File: src/param_rom_pkg.sv
// Constants, address map and carrier types for the parameter table slice.
package param_rom_pkg;

  // Table byte addresses covered by this slice.
  localparam logic [23:0] SECMAP_LEN_ADR = 24'h00_0013;
  localparam logic [23:0] SECMAP_PTR_ADR = 24'h00_0014;
  localparam logic [23:0] SECMAP_IDMSB_ADR = 24'h00_0017;
  localparam logic [23:0] VEND_ID_ADR = 24'h00_0018;
  localparam logic [23:0] VEND_MINOR_ADR = 24'h00_0019;
  localparam logic [23:0] VEND_MAJOR_ADR = 24'h00_001A;
  localparam logic [23:0] VEND_LEN_ADR = 24'h00_001B;
  localparam logic [23:0] VEND_PTR_ADR = 24'h00_001C;
  localparam logic [23:0] VEND_BANK_ADR = 24'h00_001F;
  localparam logic [23:0] ERASE_CAPS_ADR = 24'h00_0030;
  localparam logic [23:0] ERASE_OP_ADR = 24'h00_0031;

  // Table contents.
  localparam logic [7:0] SECMAP_LEN = 8'h06;
  localparam logic [23:0] SECMAP_PTR = 24'h00_0100;
  localparam logic [7:0] SECMAP_IDMSB = 8'hFF;
  localparam logic [7:0] VEND_MINOR = 8'h00;
  localparam logic [7:0] VEND_MAJOR = 8'h01;
  localparam logic [7:0] VEND_LEN = 8'h18;
  localparam logic [23:0] VEND_PTR = 24'h00_0200;
  localparam logic [7:0] VEND_BANK = 8'h01;
  localparam logic [7:0] ERASE_OP = 8'h20;
  localparam logic [7:0] FILL_BYTE = 8'hFF;

  // Fields of the erase and write capability byte.
  localparam logic [1:0] ERASE_4K_YES = 2'h1;
  localparam logic [1:0] ERASE_4K_NO = 2'h3;
  localparam logic BUFFERED_PROG = 1'b1;
  localparam logic VOLATILE_STAT = 1'b1;
  localparam logic WREN_06_SELECT = 1'b1;
  localparam logic [2:0] UNUSED_ONES = 3'h7;
  localparam int ERASE_FLD_LSB = 0;
  localparam int GRAN_BIT = 2;
  localparam int VOLAT_BIT = 3;
  localparam int WREN_BIT = 4;
  localparam int UNUSED_LSB = 5;

  // Bus map: table byte N sits at byte address 4*N below TABLE_TOP.
  localparam logic [11:0] TABLE_TOP = 12'h400;
  localparam logic [11:0] CURSOR_ADR = 12'h400;
  localparam logic [11:0] STREAM_ADR = 12'h404;
  localparam int HIT_BIT = 8;

  localparam logic [1:0] RESP_OKAY = 2'h0;
  localparam logic [1:0] RESP_SLVERR = 2'h2;
  localparam logic [23:0] CURSOR_RESET = 24'h00_0000;

  // Read answer carried together.
  typedef struct packed {
    logic [1:0] resp;
    logic [31:0] data;
  } rd_ans_type;

  typedef enum logic [0:0] {WR_COLLECT, WR_ANSWER} wr_state_type;

endpackage : param_rom_pkg

File: src/byte_cursor.sv
// Table byte cursor that loads and steps by one.
`timescale 1ns/100ps
module byte_cursor (
  input wire logic aclk,
  input wire logic aresetn,
  input wire logic load,
  input wire logic [23:0] load_val,
  input wire logic step,
  output logic [23:0] addr_ff
);

  logic [23:0] nxt_addr;

  // A load wins over a step in the same cycle; the cursor wraps at the top.
  assign nxt_addr = load ? load_val : (step ? addr_ff + 24'h1 : addr_ff);

  // Cursor register.
  always_ff @(posedge aclk) begin
    if (!aresetn) begin
      addr_ff <= param_rom_pkg::CURSOR_RESET;
    end else begin
      addr_ff <= nxt_addr;
    end
  end

endmodule : byte_cursor

File: src/param_rom_lookup.sv
// Fixed byte lookup of the parameter table slice.
`timescale 1ns/100ps
module param_rom_lookup #(
  parameter logic [7:0] maker_code = 8'h5A // Arbitrary value.
) (
  input wire logic [23:0] byte_addr,
  output logic [7:0] data,
  output logic hit
);

  logic [7:0] caps_byte;

  // Capability byte built from its fields; unused bits are tied high.
  assign caps_byte = {param_rom_pkg::UNUSED_ONES,
                      param_rom_pkg::WREN_06_SELECT,
                      param_rom_pkg::VOLATILE_STAT,
                      param_rom_pkg::BUFFERED_PROG,
                      param_rom_pkg::ERASE_4K_YES};

  // Contents are constants; nothing can write them.
  always_comb begin
    hit = 1'b1;
    case (byte_addr)
      param_rom_pkg::SECMAP_LEN_ADR: data = param_rom_pkg::SECMAP_LEN;
      param_rom_pkg::SECMAP_PTR_ADR:
        data = param_rom_pkg::SECMAP_PTR[7:0];
      param_rom_pkg::SECMAP_PTR_ADR + 24'h1:
        data = param_rom_pkg::SECMAP_PTR[15:8];
      param_rom_pkg::SECMAP_PTR_ADR + 24'h2:
        data = param_rom_pkg::SECMAP_PTR[23:16];
      param_rom_pkg::SECMAP_IDMSB_ADR: data = param_rom_pkg::SECMAP_IDMSB;
      param_rom_pkg::VEND_ID_ADR: data = maker_code;
      param_rom_pkg::VEND_MINOR_ADR: data = param_rom_pkg::VEND_MINOR;
      param_rom_pkg::VEND_MAJOR_ADR: data = param_rom_pkg::VEND_MAJOR;
      param_rom_pkg::VEND_LEN_ADR: data = param_rom_pkg::VEND_LEN;
      param_rom_pkg::VEND_PTR_ADR:
        data = param_rom_pkg::VEND_PTR[7:0];
      param_rom_pkg::VEND_PTR_ADR + 24'h1:
        data = param_rom_pkg::VEND_PTR[15:8];
      param_rom_pkg::VEND_PTR_ADR + 24'h2:
        data = param_rom_pkg::VEND_PTR[23:16];
      param_rom_pkg::VEND_BANK_ADR: data = param_rom_pkg::VEND_BANK;
      param_rom_pkg::ERASE_CAPS_ADR: data = caps_byte;
      param_rom_pkg::ERASE_OP_ADR: data = param_rom_pkg::ERASE_OP;
      default: begin
        data = param_rom_pkg::FILL_BYTE;
        hit = 1'b0;
      end
    endcase
  end

endmodule : param_rom_lookup

File: src/param_rom_slice.sv
// Parameter table slice reached over an AXI4-Lite slave port.
//
// How it works
// byte 13H returns sector-map table length 06H.
// table pointers low byte first, 000100H, 000200H.
// every returned pointer is word aligned.
// byte 18H holds the maker identification code.
// vendor header revision 1.0 at 19H, 1AH.
// byte 1BH returns vendor table length 18H.
// byte 1FH returns bank number 01H.
// byte 30H is FDH; 31H gives opcode 20H.
// bit 2 of 30H: buffered programming.
// bit 3 of 30H: volatile status bits.
// bit 4 of 30H: write enable 06H.
// bits 7:5 of 30H read 111b, unwritable.
// bytes read from address, successive, never writable.
//
// The AXI4-Lite interface to the registers and the placing of the registers were left to the implementer.
`timescale 1ns/100ps
module param_rom_slice #(
  parameter logic [7:0] maker_code = 8'h5A // Arbitrary value.
) (
  input wire logic aclk,
  input wire logic aresetn,
  input wire logic [11:0] s_axi_awaddr,
  input wire logic s_axi_awvalid,
  output logic s_axi_awready,
  input wire logic [31:0] s_axi_wdata,
  input wire logic [3:0] s_axi_wstrb,
  input wire logic s_axi_wvalid,
  output logic s_axi_wready,
  output logic [1:0] s_axi_bresp,
  output logic s_axi_bvalid,
  input wire logic s_axi_bready,
  input wire logic [11:0] s_axi_araddr,
  input wire logic s_axi_arvalid,
  output logic s_axi_arready,
  output logic [31:0] s_axi_rdata,
  output logic [1:0] s_axi_rresp,
  output logic s_axi_rvalid,
  input wire logic s_axi_rready
);

  logic awready_ff;
  logic wready_ff;
  logic bvalid_ff;
  logic [1:0] bresp_ff;
  logic arready_ff;
  logic rvalid_ff;
  logic [31:0] rdata_ff;
  logic [1:0] rresp_ff;
  logic [11:0] awaddr_ff;
  logic [31:0] wdata_ff;
  logic [3:0] wstrb_ff;
  param_rom_pkg::wr_state_type wr_state_ff;
  param_rom_pkg::wr_state_type nxt_wr_state;

  logic aw_hs;
  logic w_hs;
  logic b_hs;
  logic ar_hs;
  logic r_hs;
  logic aw_held;
  logic w_held;
  logic wr_commit;
  logic wr_cursor;
  logic rd_table;
  logic rd_cursor;
  logic rd_stream;
  logic [23:0] cursor_ff;
  logic [23:0] cursor_load_val;
  logic [23:0] direct_addr;
  logic [7:0] direct_data;
  logic direct_hit;
  logic [7:0] stream_data;
  logic stream_hit;
  logic [1:0] wr_resp;
  param_rom_pkg::rd_ans_type rd_ans;

  // Handshakes of the five channels.
  assign aw_hs = s_axi_awvalid & awready_ff;
  assign w_hs = s_axi_wvalid & wready_ff;
  assign b_hs = bvalid_ff & s_axi_bready;
  assign ar_hs = s_axi_arvalid & arready_ff;
  assign r_hs = rvalid_ff & s_axi_rready;

  // Address and data are held once ready has dropped after their handshake.
  // Ready stays low until the answer is taken, so one write is open at once.
  assign aw_held = !awready_ff;
  assign w_held = !wready_ff;
  assign wr_commit = (wr_state_ff == param_rom_pkg::WR_COLLECT) &&
                     aw_held && w_held;

  // Only the cursor is writable; table bytes refuse every write.
  assign wr_cursor = wr_commit && (awaddr_ff == param_rom_pkg::CURSOR_ADR);
  assign wr_resp = (awaddr_ff == param_rom_pkg::CURSOR_ADR) ?
                   param_rom_pkg::RESP_OKAY :
                   param_rom_pkg::RESP_SLVERR;
  assign cursor_load_val = {wstrb_ff[2] ? wdata_ff[23:16] : cursor_ff[23:16],
                            wstrb_ff[1] ? wdata_ff[15:8] : cursor_ff[15:8],
                            wstrb_ff[0] ? wdata_ff[7:0] : cursor_ff[7:0]};

  // Read decode: table bytes at four times their byte address.
  assign rd_table = (s_axi_araddr < param_rom_pkg::TABLE_TOP) &&
                    (s_axi_araddr[1:0] == 2'h0);
  assign rd_cursor = (s_axi_araddr == param_rom_pkg::CURSOR_ADR);
  assign rd_stream = (s_axi_araddr == param_rom_pkg::STREAM_ADR);
  assign direct_addr = {14'h0000, s_axi_araddr[11:2]};

  // Direct lookup of one table byte by bus address.
  param_rom_lookup #(.maker_code(maker_code)) direct_rom (
    .byte_addr(direct_addr),
    .data(direct_data),
    .hit(direct_hit)
  );

  // Lookup of the byte under the cursor for sequential reads.
  param_rom_lookup #(.maker_code(maker_code)) stream_rom (
    .byte_addr(cursor_ff),
    .data(stream_data),
    .hit(stream_hit)
  );

  // Each stream read takes one byte and advances to the next, except when a cursor write loads the cursor in the same cycle.
  byte_cursor cursor (
    .aclk(aclk),
    .aresetn(aresetn),
    .load(wr_cursor),
    .load_val(cursor_load_val),
    .step(ar_hs && rd_stream),
    .addr_ff(cursor_ff)
  );

  // Read answer selection.
  always_comb begin
    rd_ans.resp = param_rom_pkg::RESP_OKAY;
    rd_ans.data = 32'h0000_0000;
    if (rd_table && direct_hit) begin
      rd_ans.data = {24'h00_0000, direct_data};
    end else if (rd_cursor) begin
      rd_ans.data = {8'h00, cursor_ff};
    end else if (rd_stream) begin
      rd_ans.data = {23'h00_0000, stream_hit, stream_data};
    end else begin
      rd_ans.resp = param_rom_pkg::RESP_SLVERR;
    end
  end

  // Write response state.
  always_comb begin
    nxt_wr_state = wr_state_ff;
    case (wr_state_ff)
      param_rom_pkg::WR_COLLECT: begin
        if (wr_commit) begin
          nxt_wr_state = param_rom_pkg::WR_ANSWER;
        end
      end
      param_rom_pkg::WR_ANSWER: begin
        if (b_hs) begin
          nxt_wr_state = param_rom_pkg::WR_COLLECT;
        end
      end
      default: nxt_wr_state = param_rom_pkg::WR_COLLECT;
    endcase
  end

  // Write channels: address and data taken in either order.
  always_ff @(posedge aclk) begin
    if (!aresetn) begin
      wr_state_ff <= param_rom_pkg::WR_COLLECT;
      awready_ff <= 1'b1;
      wready_ff <= 1'b1;
      bvalid_ff <= 1'b0;
      bresp_ff <= param_rom_pkg::RESP_OKAY;
      awaddr_ff <= 12'h000;
      wdata_ff <= 32'h0000_0000;
      wstrb_ff <= 4'h0;
    end else begin
      wr_state_ff <= nxt_wr_state;
      if (aw_hs) begin
        awaddr_ff <= s_axi_awaddr;
        awready_ff <= 1'b0;
      end else if (b_hs) begin
        awready_ff <= 1'b1;
      end
      if (w_hs) begin
        wdata_ff <= s_axi_wdata;
        wstrb_ff <= s_axi_wstrb;
        wready_ff <= 1'b0;
      end else if (b_hs) begin
        wready_ff <= 1'b1;
      end
      if (wr_commit) begin
        bvalid_ff <= 1'b1;
        bresp_ff <= wr_resp;
      end else if (b_hs) begin
        bvalid_ff <= 1'b0;
      end
    end
  end

  // Read channels: answer one cycle after the address is taken.
  always_ff @(posedge aclk) begin
    if (!aresetn) begin
      arready_ff <= 1'b1;
      rvalid_ff <= 1'b0;
      rdata_ff <= 32'h0000_0000;
      rresp_ff <= param_rom_pkg::RESP_OKAY;
    end else begin
      if (ar_hs) begin
        arready_ff <= 1'b0;
        rvalid_ff <= 1'b1;
        rdata_ff <= rd_ans.data;
        rresp_ff <= rd_ans.resp;
      end else if (r_hs) begin
        arready_ff <= 1'b1;
        rvalid_ff <= 1'b0;
      end
    end
  end

  assign s_axi_awready = awready_ff;
  assign s_axi_wready = wready_ff;
  assign s_axi_bvalid = bvalid_ff;
  assign s_axi_bresp = bresp_ff;
  assign s_axi_arready = arready_ff;
  assign s_axi_rvalid = rvalid_ff;
  assign s_axi_rdata = rdata_ff;
  assign s_axi_rresp = rresp_ff;
endmodule : param_rom_slice

File: config.mk
export PLATFORM = sky130hd
export DESIGN_NAME = param_rom_slice
export DESIGN_NICKNAME = d
export VERILOG_FILES = /design/src/param_rom_pkg.sv /design/src/byte_cursor.sv /design/src/param_rom_lookup.sv /design/src/param_rom_slice.sv
export SDC_FILE = /design/constraint.sdc
export NUM_CORES = 1
export LEC_CHECK = 0
export BUFFER_PORTS_ARGS = -buffer_cell sky130_fd_sc_hd__buf_2
export CELL_PAD_IN_SITES_DETAIL_PLACEMENT = 0
export CELL_PAD_IN_SITES_GLOBAL_PLACEMENT = 1
export CORE_UTILIZATION = 41
export CTS_CLUSTER_DIAMETER = 100
export CTS_CLUSTER_SIZE = 25
export DETAILED_ROUTE_END_ITERATION = 12
export PLACE_DENSITY = 0.86
export SLEW_MARGIN = 20
export SYNTH_ARGS = -nofsm -noshare
export SYNTH_HDL_FRONTEND = slang
export SYNTH_HIERARCHICAL = 1
export SYNTH_SLANG_ARGS = --single-unit
File: constraint.sdc
create_clock -name aclk -period 2.9 [get_ports aclk]
set_input_delay 0.29 -clock aclk [delete_from_list [all_inputs] [get_ports aclk]]
set_output_delay 0.29 -clock aclk [all_outputs]
set_load 0.03 [all_outputs]
==> impl_metrics.yaml, run 1 <==
place:
  dp_hpwl_um: 8455
  gp_congestion: 0.8576
  portBuffers: 88
worst_setup_path:
  slowest_delay_ps: 660
  r2r_cells: 8
  crit_arrival_ps: 2810
  rr_startpoint: "s_axi_arready$_SDFFE_PN1P_"
  critPathRequiredTime_ps: 3170
  cp_slowest_cell: "or4_1"
  path_class: "input port to flip-flop"
  cp_max_fo: 13
  endpoint_kind: "flip-flop"
  cp-start-kind: "input port"
  r2r_end: "cursor/addr_ff[21]$_SDFFE_PN0P_"
  cp_common_cell: "or4_1"
  crit_chain: "buf_2 > nor4_4 > nand3_1 > nor2_1 > buf_4 > nand3_4 > or4_1 > or4_1 > a31oi_1"
  regToRegSetupSlack_ps: 420
worst_hold_path:
  hold_path_depth: 3
  min_from: "s_axi_wstrb[1]"
  min_to: "wstrb_ff[1]$_SDFFE_PN0P_"
  hold_path.class: "input port to flip-flop"
power_and_ir_drop:
  p_total_mw: 2.926
  p_switching_uw: 674.4
  max-vdd-ir-drop_mv: 0.2703
  p_clk_share_pct: 43.8
  pwr-share-seq_pct: 47.2
  power.internal_mw: 2.251
  powerDensity_nw_per_um2: 499.3
  switching_share_pct: 23.05
  p_leak_nw: 2.385
  p_comb_share_pct: 9.0
clocking:
  clkSinkCount: 95
  post_cts_buffers: 0
  clk-insertion-delay-late_ps: 340
  hold_buffers: 0
  clkTransAtPathRegs_ps: 60
  htreeDepth: 3
  cts-buffers-inserted: 9
  cts_root_buf: "clkbuf_16"
  cts_tree: "done"
  clock_tree.buffer_depth: 2
  cts.repair.resized: 0
sta:
  worst_slew_pin_slew_ps: 964.0
  grt_setup_unrepaired: "false"
  setup_viol: 0
  finClkSkew_ps: 4.232
  slew_headroom_pct: 35.73
  report.final.slew_viol_count: 0
  finalHoldViolCount: 0
  timing.final.crit_share_pct: 87.52
  min_period_ps: 2538
  fmax_mhz: 394.0
  setup-tns-final_ps: 0
floorplan:
  die_w_um: 112.3
  start_util_pct: 42.95
  pin_count: 108
  rows: 39
  die_area_um2: 12610
  core_area_um2: 11610
  die_height_um: 112.3
synthesis:
  synth-edff-count: 0
  ys_seq_elements: 95
  synth_xor_xnor_area_share_pct: 2.809
  syn_area_per_cell_um2: 8.557
  synth_top_area_share_pct: 38.12
  async_reset_ff_share_pct: 0
  syn_inst: 583
  synth_compound_area_share_pct: 22.95
  synth_top_family_by_area: "compound AO/OA/AOI/OAI gates"
  synth.area.mux_share_pct: 8.277
  ys.flop_type: "dfxtp_1"
  synth_area_um2: 4989
  yosys.area_share.simple_pct: 20.99
  synth_adder_area_share_pct: 0.2508
  synth_top_area_cell: "dfxtp_1"
  synthTopCellsByArea: "dfxtp_1 (38%), nand2_1 (7.7%), a21boi_0 (5.9%)"
  ys_warn_count: 6
  ys_seq_area_share_pct: 38.12
  ys_types: 51
global_route:
  first_global_vias: 4075
  grt_pass1_wl_um: 19730
  grt_overflow: 0
  grt_use_total_pct: 19.47
  antenna_found_initial: 0
  grt_max_degree: 71
detailed_routing:
  drt_iter0_drc: 315
  wire_per_inst_um: 14.41
  vias: 4375
  ant_nets: 0
  viasPerCell: 5.368
  routed_wl_um: 11750
  firstDrtPassIters: 9
  drc: 10
job:
  cap_violations: 0
final_layout:
  finalNetCount: 735
  final_common_cell: "nand2_1"
  area_delta_synth_final_pct: 17.46
  n_antenna_cell: 0
  layout-drive-gt1-share_pct: 23.96
  mostFrequentLayoutCells: "nand2_1 (102), dfxtp_1 (95), buf_2 (88)"
outcome:
  status: "finished with violations"
  violations: "DRC"
## state kept, by name, summed over array words and instances (netlist names)
| name | flops |
|---|---|
| cursor/addr_ff | 24 |
| s_axi_rdata | 24 |
| wdata_ff | 24 |
| awaddr_ff | 12 |
| wstrb_ff | 3 |
| s_axi_arready | 1 |
| s_axi_awready | 1 |
| s_axi_bresp | 1 |
| s_axi_bvalid | 1 |
| s_axi_rresp | 1 |
| s_axi_rvalid | 1 |
| s_axi_wready | 1 |
| wr_state_ff | 1 |
## Yosys cell counts (all sizes together), types with 2 or more instances
| cell | n |
|---|---|
| xnor2 | 12 |
| nor4 | 17 |
| a21oi | 25 |
| nor3 | 10 |
| nand2b | 2 |
| nor4b | 4 |
| or3 | 4 |
| a22oi | 10 |
| and2 | 4 |
| dfxtp | 95 |
| a211oi | 3 |
| nand2 | 102 |
| o211ai | 2 |
| a21boi | 39 |
| or4 | 7 |
| inv | 12 |
| nand4 | 8 |
| mux2 | 26 |
| o31ai | 5 |
| o21ai | 53 |
| clkbuf | 26 |
| a31oi | 9 |
| o211a | 5 |
| xor2 | 4 |
| buf | 28 |
| a22o | 15 |
| mux2i | 12 |
| o21a | 4 |
| a311oi | 2 |
| and4 | 3 |
| nor2b | 7 |
| nand3 | 10 |
| nor2 | 11 |
| and3 | 2 |
## worst max-delay path: cells and delay by family
kind	cells	cell delay (ps)
compound gates	1	160
simple gates	6	1990
buf+inv	2	360
## cell type report
cell class / instances / area [um2]
fill: 1099 / 5754
multi-input combinational: 445 / 2848
sequential: 95 / 1902
timing repair buffer: 104 / 560.5
clock buffer: 13 / 260.3
tap: 143 / 178.9
clock inverter: 3 / 65.06
inverter: 12 / 45.04
## how the worst max path moves through the flow
stage,start,to,cells past startpoint
floorplan,s_axi_arready$_SDFFE_PN1P_,cursor/addr_ff[21]$_SDFFE_PN0P_,9
global route,s_axi_arready$_SDFFE_PN1P_,cursor/addr_ff[21]$_SDFFE_PN0P_,8
finish,s_axi_araddr[5],cursor/addr_ff[21]$_SDFFE_PN0P_,9
CTS,s_axi_araddr[5],cursor/addr_ff[21]$_SDFFE_PN0P_,9
global placement,s_axi_araddr[5],cursor/addr_ff[21]$_SDFFE_PN0P_,9
detailed placement,s_axi_araddr[5],cursor/addr_ff[21]$_SDFFE_PN0P_,9
## logic make-up after synthesis
logic type                 Yosys count
and+or+nand+nor                    192
AOI/OAI and AO/OA                  174
DFF                                 95
buffers and inverters               66
muxes                               38
xor gates and xnor gates            16
adders and majority gates            1
other                                1
## through the flow
step / cells / util (%) / hold slack (ps) / cell area, um2 / worst slack, ps
floorplan: 606 / - / 428.3 / 5075 / 411.5
global placement: 799 / 47.65 / 433.6 / 5534 / 78.16
detailed placement: 799 / 47.65 / 456.0 / 5534 / 22.63
CTS: 815 / 50.45 / 182.3 / 5859 / 371.0
global route: 815 / 50.45 / 195.0 / 5859 / 248.9
finish: 815 / 50.45 / 195.0 / 5859 / 361.8
## metal layers
layer / share of wire (%) / global-route usage, % / routed length (um) / vias to the layer above
met4: 1.1 / 6.844 / 124 / 0
met1: 48 / 25.62 / 5677 / 2013
met5: 0 / 0 / 0 / -
met2: 45 / 31.22 / 5330 / 121
li1: - / - / - / 2233
met3: 5.2 / 4.644 / 614 / 8
## power by group through the flow
stage          logic [mW]  clock network [mW]  registers [mW]
6_report            0.263                1.28            1.38
4_1_cts             0.264                1.32            1.38
5_1_grt             0.294                1.37            1.39
3_3_place_gp        0.257                   0            1.41
2_1_floorplan       0.186                   0            1.41
3_5_place_dp        0.263                   0            1.41
No activity file was read; power rests on OpenSTA's default activity.
==> inputs of run 2 (changes only) <==
--- a/config.mk
+++ b/config.mk
@@ -5,14 +5,15 @@
 export SDC_FILE = /design/constraint.sdc
 export NUM_CORES = 1
 export LEC_CHECK = 0
+export ABC_AREA = 1
 export BUFFER_PORTS_ARGS = -buffer_cell sky130_fd_sc_hd__buf_2
 export CELL_PAD_IN_SITES_DETAIL_PLACEMENT = 0
 export CELL_PAD_IN_SITES_GLOBAL_PLACEMENT = 1
-export CORE_UTILIZATION = 41
+export CORE_UTILIZATION = 40
 export CTS_CLUSTER_DIAMETER = 100
 export CTS_CLUSTER_SIZE = 25
 export DETAILED_ROUTE_END_ITERATION = 12
-export PLACE_DENSITY = 0.86
+export PLACE_DENSITY = 0.85
 export SLEW_MARGIN = 20
 export SYNTH_ARGS = -nofsm -noshare
 export SYNTH_HDL_FRONTEND = slang
==> impl_metrics.yaml, run 2 <==
sta:
  grt_setup_unrepaired: "false"
  finClkSkew_ps: 7.924
  timing.final.crit_share_pct: 68.63
  report.final.slew_viol_count: 0
  finalHoldViolCount: 0
  fmax_mhz: 502.5
  fin_hold_ws_ps: 177.2
  setup-tns-final_ps: 0
  worst_slew_pin_slew_ps: 704.8
  slew_headroom_pct: 52.96
  min_period_ps: 1990
  setup_viol: 0
place:
  dp_cells: 1106
  gp_congestion: 0.8776
  dp_hpwl_um: 10440
  portBuffers: 88
clocking:
  hold_buffers: 0
  htreeDepth: 3
  clkTransAtPathRegs_ps: 70
  clkSinkCount: 95
  clk-insertion-delay-late_ps: 350
  cts.repair.resized: 0
  cts_root_buf: "clkbuf_16"
  post_cts_buffers: 0
  clock_tree.buffer_depth: 2
  cts-buffers-inserted: 9
  cts_tree: "done"
floorplan:
  core_area_um2: 14530
  die_height_um: 124.3
  rows: 44
  start_util_pct: 41.13
  die_area_um2: 15440
  pin_count: 108
  die_w_um: 124.3
power_and_ir_drop:
  powerDensity_nw_per_um2: 431.1
  pwr-share-seq_pct: 47.4
  p_comb_share_pct: 10.4
  max-vdd-ir-drop_mv: 0.3362
  p_leak_nw: 3.019
  p_switching_uw: 796.8
  p_clk_share_pct: 42.2
  power.internal_mw: 2.153
  switching_share_pct: 27.01
global_route:
  antenna_found_initial: 0
  grt_max_degree: 30
  first_global_vias: 5034
  grt_pass1_wl_um: 24270
  grt_overflow: 0
  grt_use_total_pct: 18.83
final_layout:
  mostFrequentLayoutCells: "nand2_1 (156), nor2_1 (143), dfxtp_1 (95)"
  n_antenna_cell: 0
  layout-drive-gt1-share_pct: 27.19
  finalNonFillerCells: 1122
  finalNetCount: 1001
  fill_cells: 1547
  final_common_cell: "nand2_1"
  area_delta_synth_final_pct: 14.44
synthesis:
  ys.flop_type: "dfxtp_1"
  synth_most_common_cell: "nand2_1"
  ys_seq_area_share_pct: 31.81
  ys_seq_elements: 95
  synth_top_area_share_pct: 31.81
  synthTopCellsByArea: "dfxtp_1 (32%), nand2_1 (9.8%), nor2_1 (9.0%)"
  ys_types: 38
  syn_area_per_cell_um2: 7.050
  synth_common_cells: "nand2_1 (156), nor2_1 (143), dfxtp_1 (95), nand3_1 (62), inv_1 (58)"
  ys_warn_count: 6
  async_reset_ff_share_pct: 0
  synth_top_area_cell: "dfxtp_1"
  synth-edff-count: 0
  synth_area_um2: 5978
  syn_inst: 848
worst_setup_path:
  crit_arrival_ps: 2270
  critPathRequiredTime_ps: 3180
  cp_max_fo: 9
  worstSetupEndpoint: "s_axi_rdata[4]$_SDFFE_PN0P_"
  regToRegSetupSlack_ps: 910
  r2r_end: "s_axi_rdata[4]$_SDFFE_PN0P_"
  r2r_cells: 14
  rr_startpoint: "cursor/addr_ff[2]$_SDFFE_PN0P_"
  cp-start-kind: "flip-flop"
  endpoint_kind: "flip-flop"
  startpoint: "cursor/addr_ff[2]$_SDFFE_PN0P_"
  path_class: "flip-flop to flip-flop"
detailed_routing:
  ant_nets: 0
  drc: 0
  drt_iter0_drc: 333
  vias: 5445
  routed_wl_um: 14290
  viasPerCell: 4.853
  wire_per_inst_um: 12.73
  firstDrtPassIters: 5
worst_hold_path:
  min_from: "s_axi_wdata[13]"
  hold_path.class: "input port to flip-flop"
outcome:
  status: "completed"
job:
  cap_violations: 0
==> run 2: cell types whose count changed after synthesis, sizes merged, moves of 12 or more <==
cell and change:
nor2 +162, a21oi +27, nor4 -17, inv +56, nand3 +84, a22o -15
a21boi -39, nand2 +75, mux2i -12
==> run 2: layout make-up <==
| class | instances | area (um2) | area share [%] |
|---|---|---|---|
| multi-input cells | 658 | 3601 | 52.63 |
| flip-flops and latches | 95 | 1902 | 27.80 |
| well taps | 184 | 230.2 | 3.365 |
| inverters | 70 | 264.0 | 3.859 |
| repair buffers | 99 | 535.5 | 7.827 |
| clock buffers | 9 | 225.2 | 3.292 |
| clock inverters | 7 | 83.83 | 1.225 |
==> run 2: cells by family after synthesis <==
family	Yosys count	synth area share [%]
other	1	0.06273
buffers and inverters	118	9.481
adders and majority gates	1	0.2093
xor gates and xnor gates	5	0.7325
and+or+nand+nor	470	39.74
muxes	23	4.332
AOI/OAI and AO/OA	135	13.62
DFF	95	31.81
==> run 2: worst max-delay path: stages (launching register included) <==
cell     delay (ps)
dfxtp_1         560
inv_2           110
nand2_2         100
inv_2            60
nand2_1          70
nand2_1          70
nor2_2          140
a21oi_2          70
nor2_2          100
nand3_2         140
nand2_1         160
nand3_2          90
nand3_2          80
nand2_2          50
a21oi_2         120
==> run 2: power groups by stage <==
| stage | Clock, mW | Sequential, mW | Combinational (mW) |
|---|---|---|---|
| 3_3_place_gp | 0 | 1.43 | 0.303 |
| 6_report | 1.24 | 1.40 | 0.306 |
| 3_5_place_dp | 0 | 1.43 | 0.306 |
| 2_1_floorplan | 0 | 1.42 | 0.226 |
| 4_1_cts | 1.27 | 1.40 | 0.308 |
| 5_1_grt | 1.32 | 1.41 | 0.345 |
==> run 2: per-stage QoR <==
stage	util [%]	setup WS (ps)	instance area (um2)	power [mW]
after global placement	44.95	925.6	6533	1.731
after detailed placement	44.95	895.7	6533	1.735
after floorplan	-	947.7	6065	1.648
after global routing	47.07	724.5	6842	3.076
after CTS	47.07	905.8	6842	2.975
final	47.07	909.9	6842	2.950
==> run 2: how the worst min path moves through the flow <==
stage | endpoint | cells after the start
floorplan | cursor/addr_ff[1]$_SDFFE_PN0P_ | 2
global placement | awaddr_ff[9]$_SDFFE_PN0P_ | 2
detailed placement | awaddr_ff[9]$_SDFFE_PN0P_ | 2
CTS | wdata_ff[13]$_SDFFE_PN0P_ | 3
global route | awaddr_ff[5]$_SDFFE_PN0P_ | 3
finish | wdata_ff[13]$_SDFFE_PN0P_ | 3
==> run 2: routing by layer <==
metal  wire length, um  GRT usage, %  vias up  part of all wire (%)
met1              7259         26.31     2394                    51
met5                 0             0        -                     0
met4               103         4.040        0                  0.72
met3               690         3.995        9                   4.8
li1                  -             -     2921                     -
met2              6232         29.64      121                    44
==> inputs of run 3 (changes only) <==
==> constraint.sdc (replaced) <==
create_clock -name aclk -period 2.05 [get_ports aclk]
set_input_delay 0.205 -clock aclk [delete_from_list [all_inputs] [get_ports aclk]]
set_output_delay 0.205 -clock aclk [all_outputs]
set_load 0.03 [all_outputs]
==> impl_metrics.yaml, run 3 (synthesized netlist as in run 2, its figures left out) <==
outcome:
  status: "completed"
clocking:
  clkSinkCount: 95
  cts-buffers-inserted: 9
  clock_tree.buffer_depth: 2
  clk-insertion-delay-late_ps: 360
  cts_root_buf: "clkbuf_16"
  clkTransAtPathRegs_ps: 70
  cts_tree: "done"
  hold_buffers: 0
  htreeDepth: 3
final_layout:
  seqCellArea_um2: 1903
  post-route-util_pct: 48.47
  mostFrequentLayoutCells: "nand2_1 (156), nor2_1 (143), dfxtp_1 (94)"
  area_delta_synth_final_pct: 17.83
  design_area_um2: 7044
  n_antenna_cell: 0
  layout-drive-gt1-share_pct: 28.96
  multi_input_area_um2: 3601
  final_common_cell: "nand2_1"
  finalNonFillerCells: 1144
  finalNetCount: 1024
  fill_cells: 1491
sta:
  timing.final.crit_share_pct: 90.61
  min_period_ps: 1858
  setup-tns-final_ps: 0
  finalHoldViolCount: 0
  grt_setup_unrepaired: "false"
  worst_slew_pin_slew_ps: 724.8
  setup_viol: 0
  fmax_mhz: 538.3
  slew_headroom_pct: 51.38
  report.final.slew_viol_count: 0
  finClkSkew_ps: 16.23
  setup_ws_ps: 192.5
  fin_hold_ws_ps: 82.81
floorplan:
  die_height_um: 124.3
  die_area_um2: 15440
  core_area_um2: 14530
  pin_count: 108
  start_util_pct: 41.13
  rows: 44
  die_w_um: 124.3
detailed_routing:
  routed_wl_um: 14220
  ant_nets: 0
  viasPerCell: 4.872
  wire_per_inst_um: 12.43
  firstDrtPassIters: 5
  drc: 0
  drt_iter0_drc: 307
  vias: 5573
power_and_ir_drop:
  max-vdd-ir-drop_mv: 0.5599
  pwr-share-seq_pct: 46.6
  p_leak_nw: 3.155
  switching_share_pct: 25.16
  p_switching_mw: 1.069
  p_total_mw: 4.250
  p_comb_share_pct: 10.1
  powerDensity_nw_per_um2: 603.3
  power.internal_mw: 3.181
  p_clk_share_pct: 43.3
worst_setup_path:
  crit_arrival_ps: 2140
  endpoint_kind: "flip-flop"
  cp_max_fo: 10
  cp-start-kind: "flip-flop"
  critPathRequiredTime_ps: 2330
  path_class: "flip-flop to flip-flop"
worst_hold_path:
  hold_path.class: "input port to flip-flop"
place:
  pre_cts_slack_ps: 113.7
  dp_hpwl_um: 10630
  portBuffers: 88
  dp_cells: 1129
  placed_area_um2: 6718
  gp_congestion: 0.8825
global_route:
  grt_overflow: 0
  first_global_vias: 4920
  antenna_found_initial: 0
  grt_pass1_wl_um: 24130
  grt_use_total_pct: 18.97
  grt_max_degree: 32
job:
  cap_violations: 0
[run 3: worst max-delay path, cell delays in order (launching register included)]
cell and delay, ps:
dfxtp_1 560, nor2_1 120, nand2_1 100, nand2_1 60, nor2_2 140, a21oi_2 70, nor2_2 100, nand3_2 130
nand2_1 150, nand3_2 90, nand3_2 80, nand2_2 50, a21oi_2 120
[run 3: layer usage]
| layer | wire [um] | up-vias | track usage, % |
|---|---|---|---|
| met5 | 0 | - | 0 |
| met4 | 112 | 0 | 4.465 |
| met3 | 764 | 7 | 4.424 |
| met2 | 6017 | 142 | 27.69 |
| met1 | 7324 | 2452 | 27.92 |
| li1 | - | 2972 | - |
[run 3: area by class of cell]
class,instances,area share [%]
well taps,184,3.268
clock buffers,10,3.393
inverters,70,3.748
clock inverters,5,1.226
repair buffers,122,10.23
multi-input cells,658,51.12
flip-flops and latches,95,27.02
[run 3: path summary, 6_finish.rpt]
kind              depth (start not counted)                           start  slack (ps)                           to
hold / removal                            3                 s_axi_wdata[13]          80    wdata_ff[13]$_SDFFE_PN0P_
hold reg to reg                           2       awaddr_ff[9]$_SDFFE_PN0P_         460    awaddr_ff[9]$_SDFFE_PN0P_
setup reg to reg                         12  cursor/addr_ff[0]$_SDFFE_PN0P_         190  s_axi_rdata[4]$_SDFFE_PN0P_
setup / recovery                         12  cursor/addr_ff[0]$_SDFFE_PN0P_         190  s_axi_rdata[4]$_SDFFE_PN0P_
[run 3: repair_timing]
item,4_1_cts,5_1_grt
buffers inserted,0,0
setup endpoints to repair,0,1
hold endpoints to repair,0,0
gates resized for setup,0,1
[run 3: power by group through the flow]
| stage | clock, mW | combinational (mW) | sequential (mW) |
|---|---|---|---|
| after global routing | 1.96 | 0.489 | 1.99 |
| after CTS | 1.88 | 0.432 | 1.98 |
| after global placement | 0 | 0.428 | 2.02 |
| after detailed placement | 0 | 0.430 | 2.02 |
| after floorplan | 0 | 0.320 | 2.01 |
| final | 1.84 | 0.429 | 1.98 |
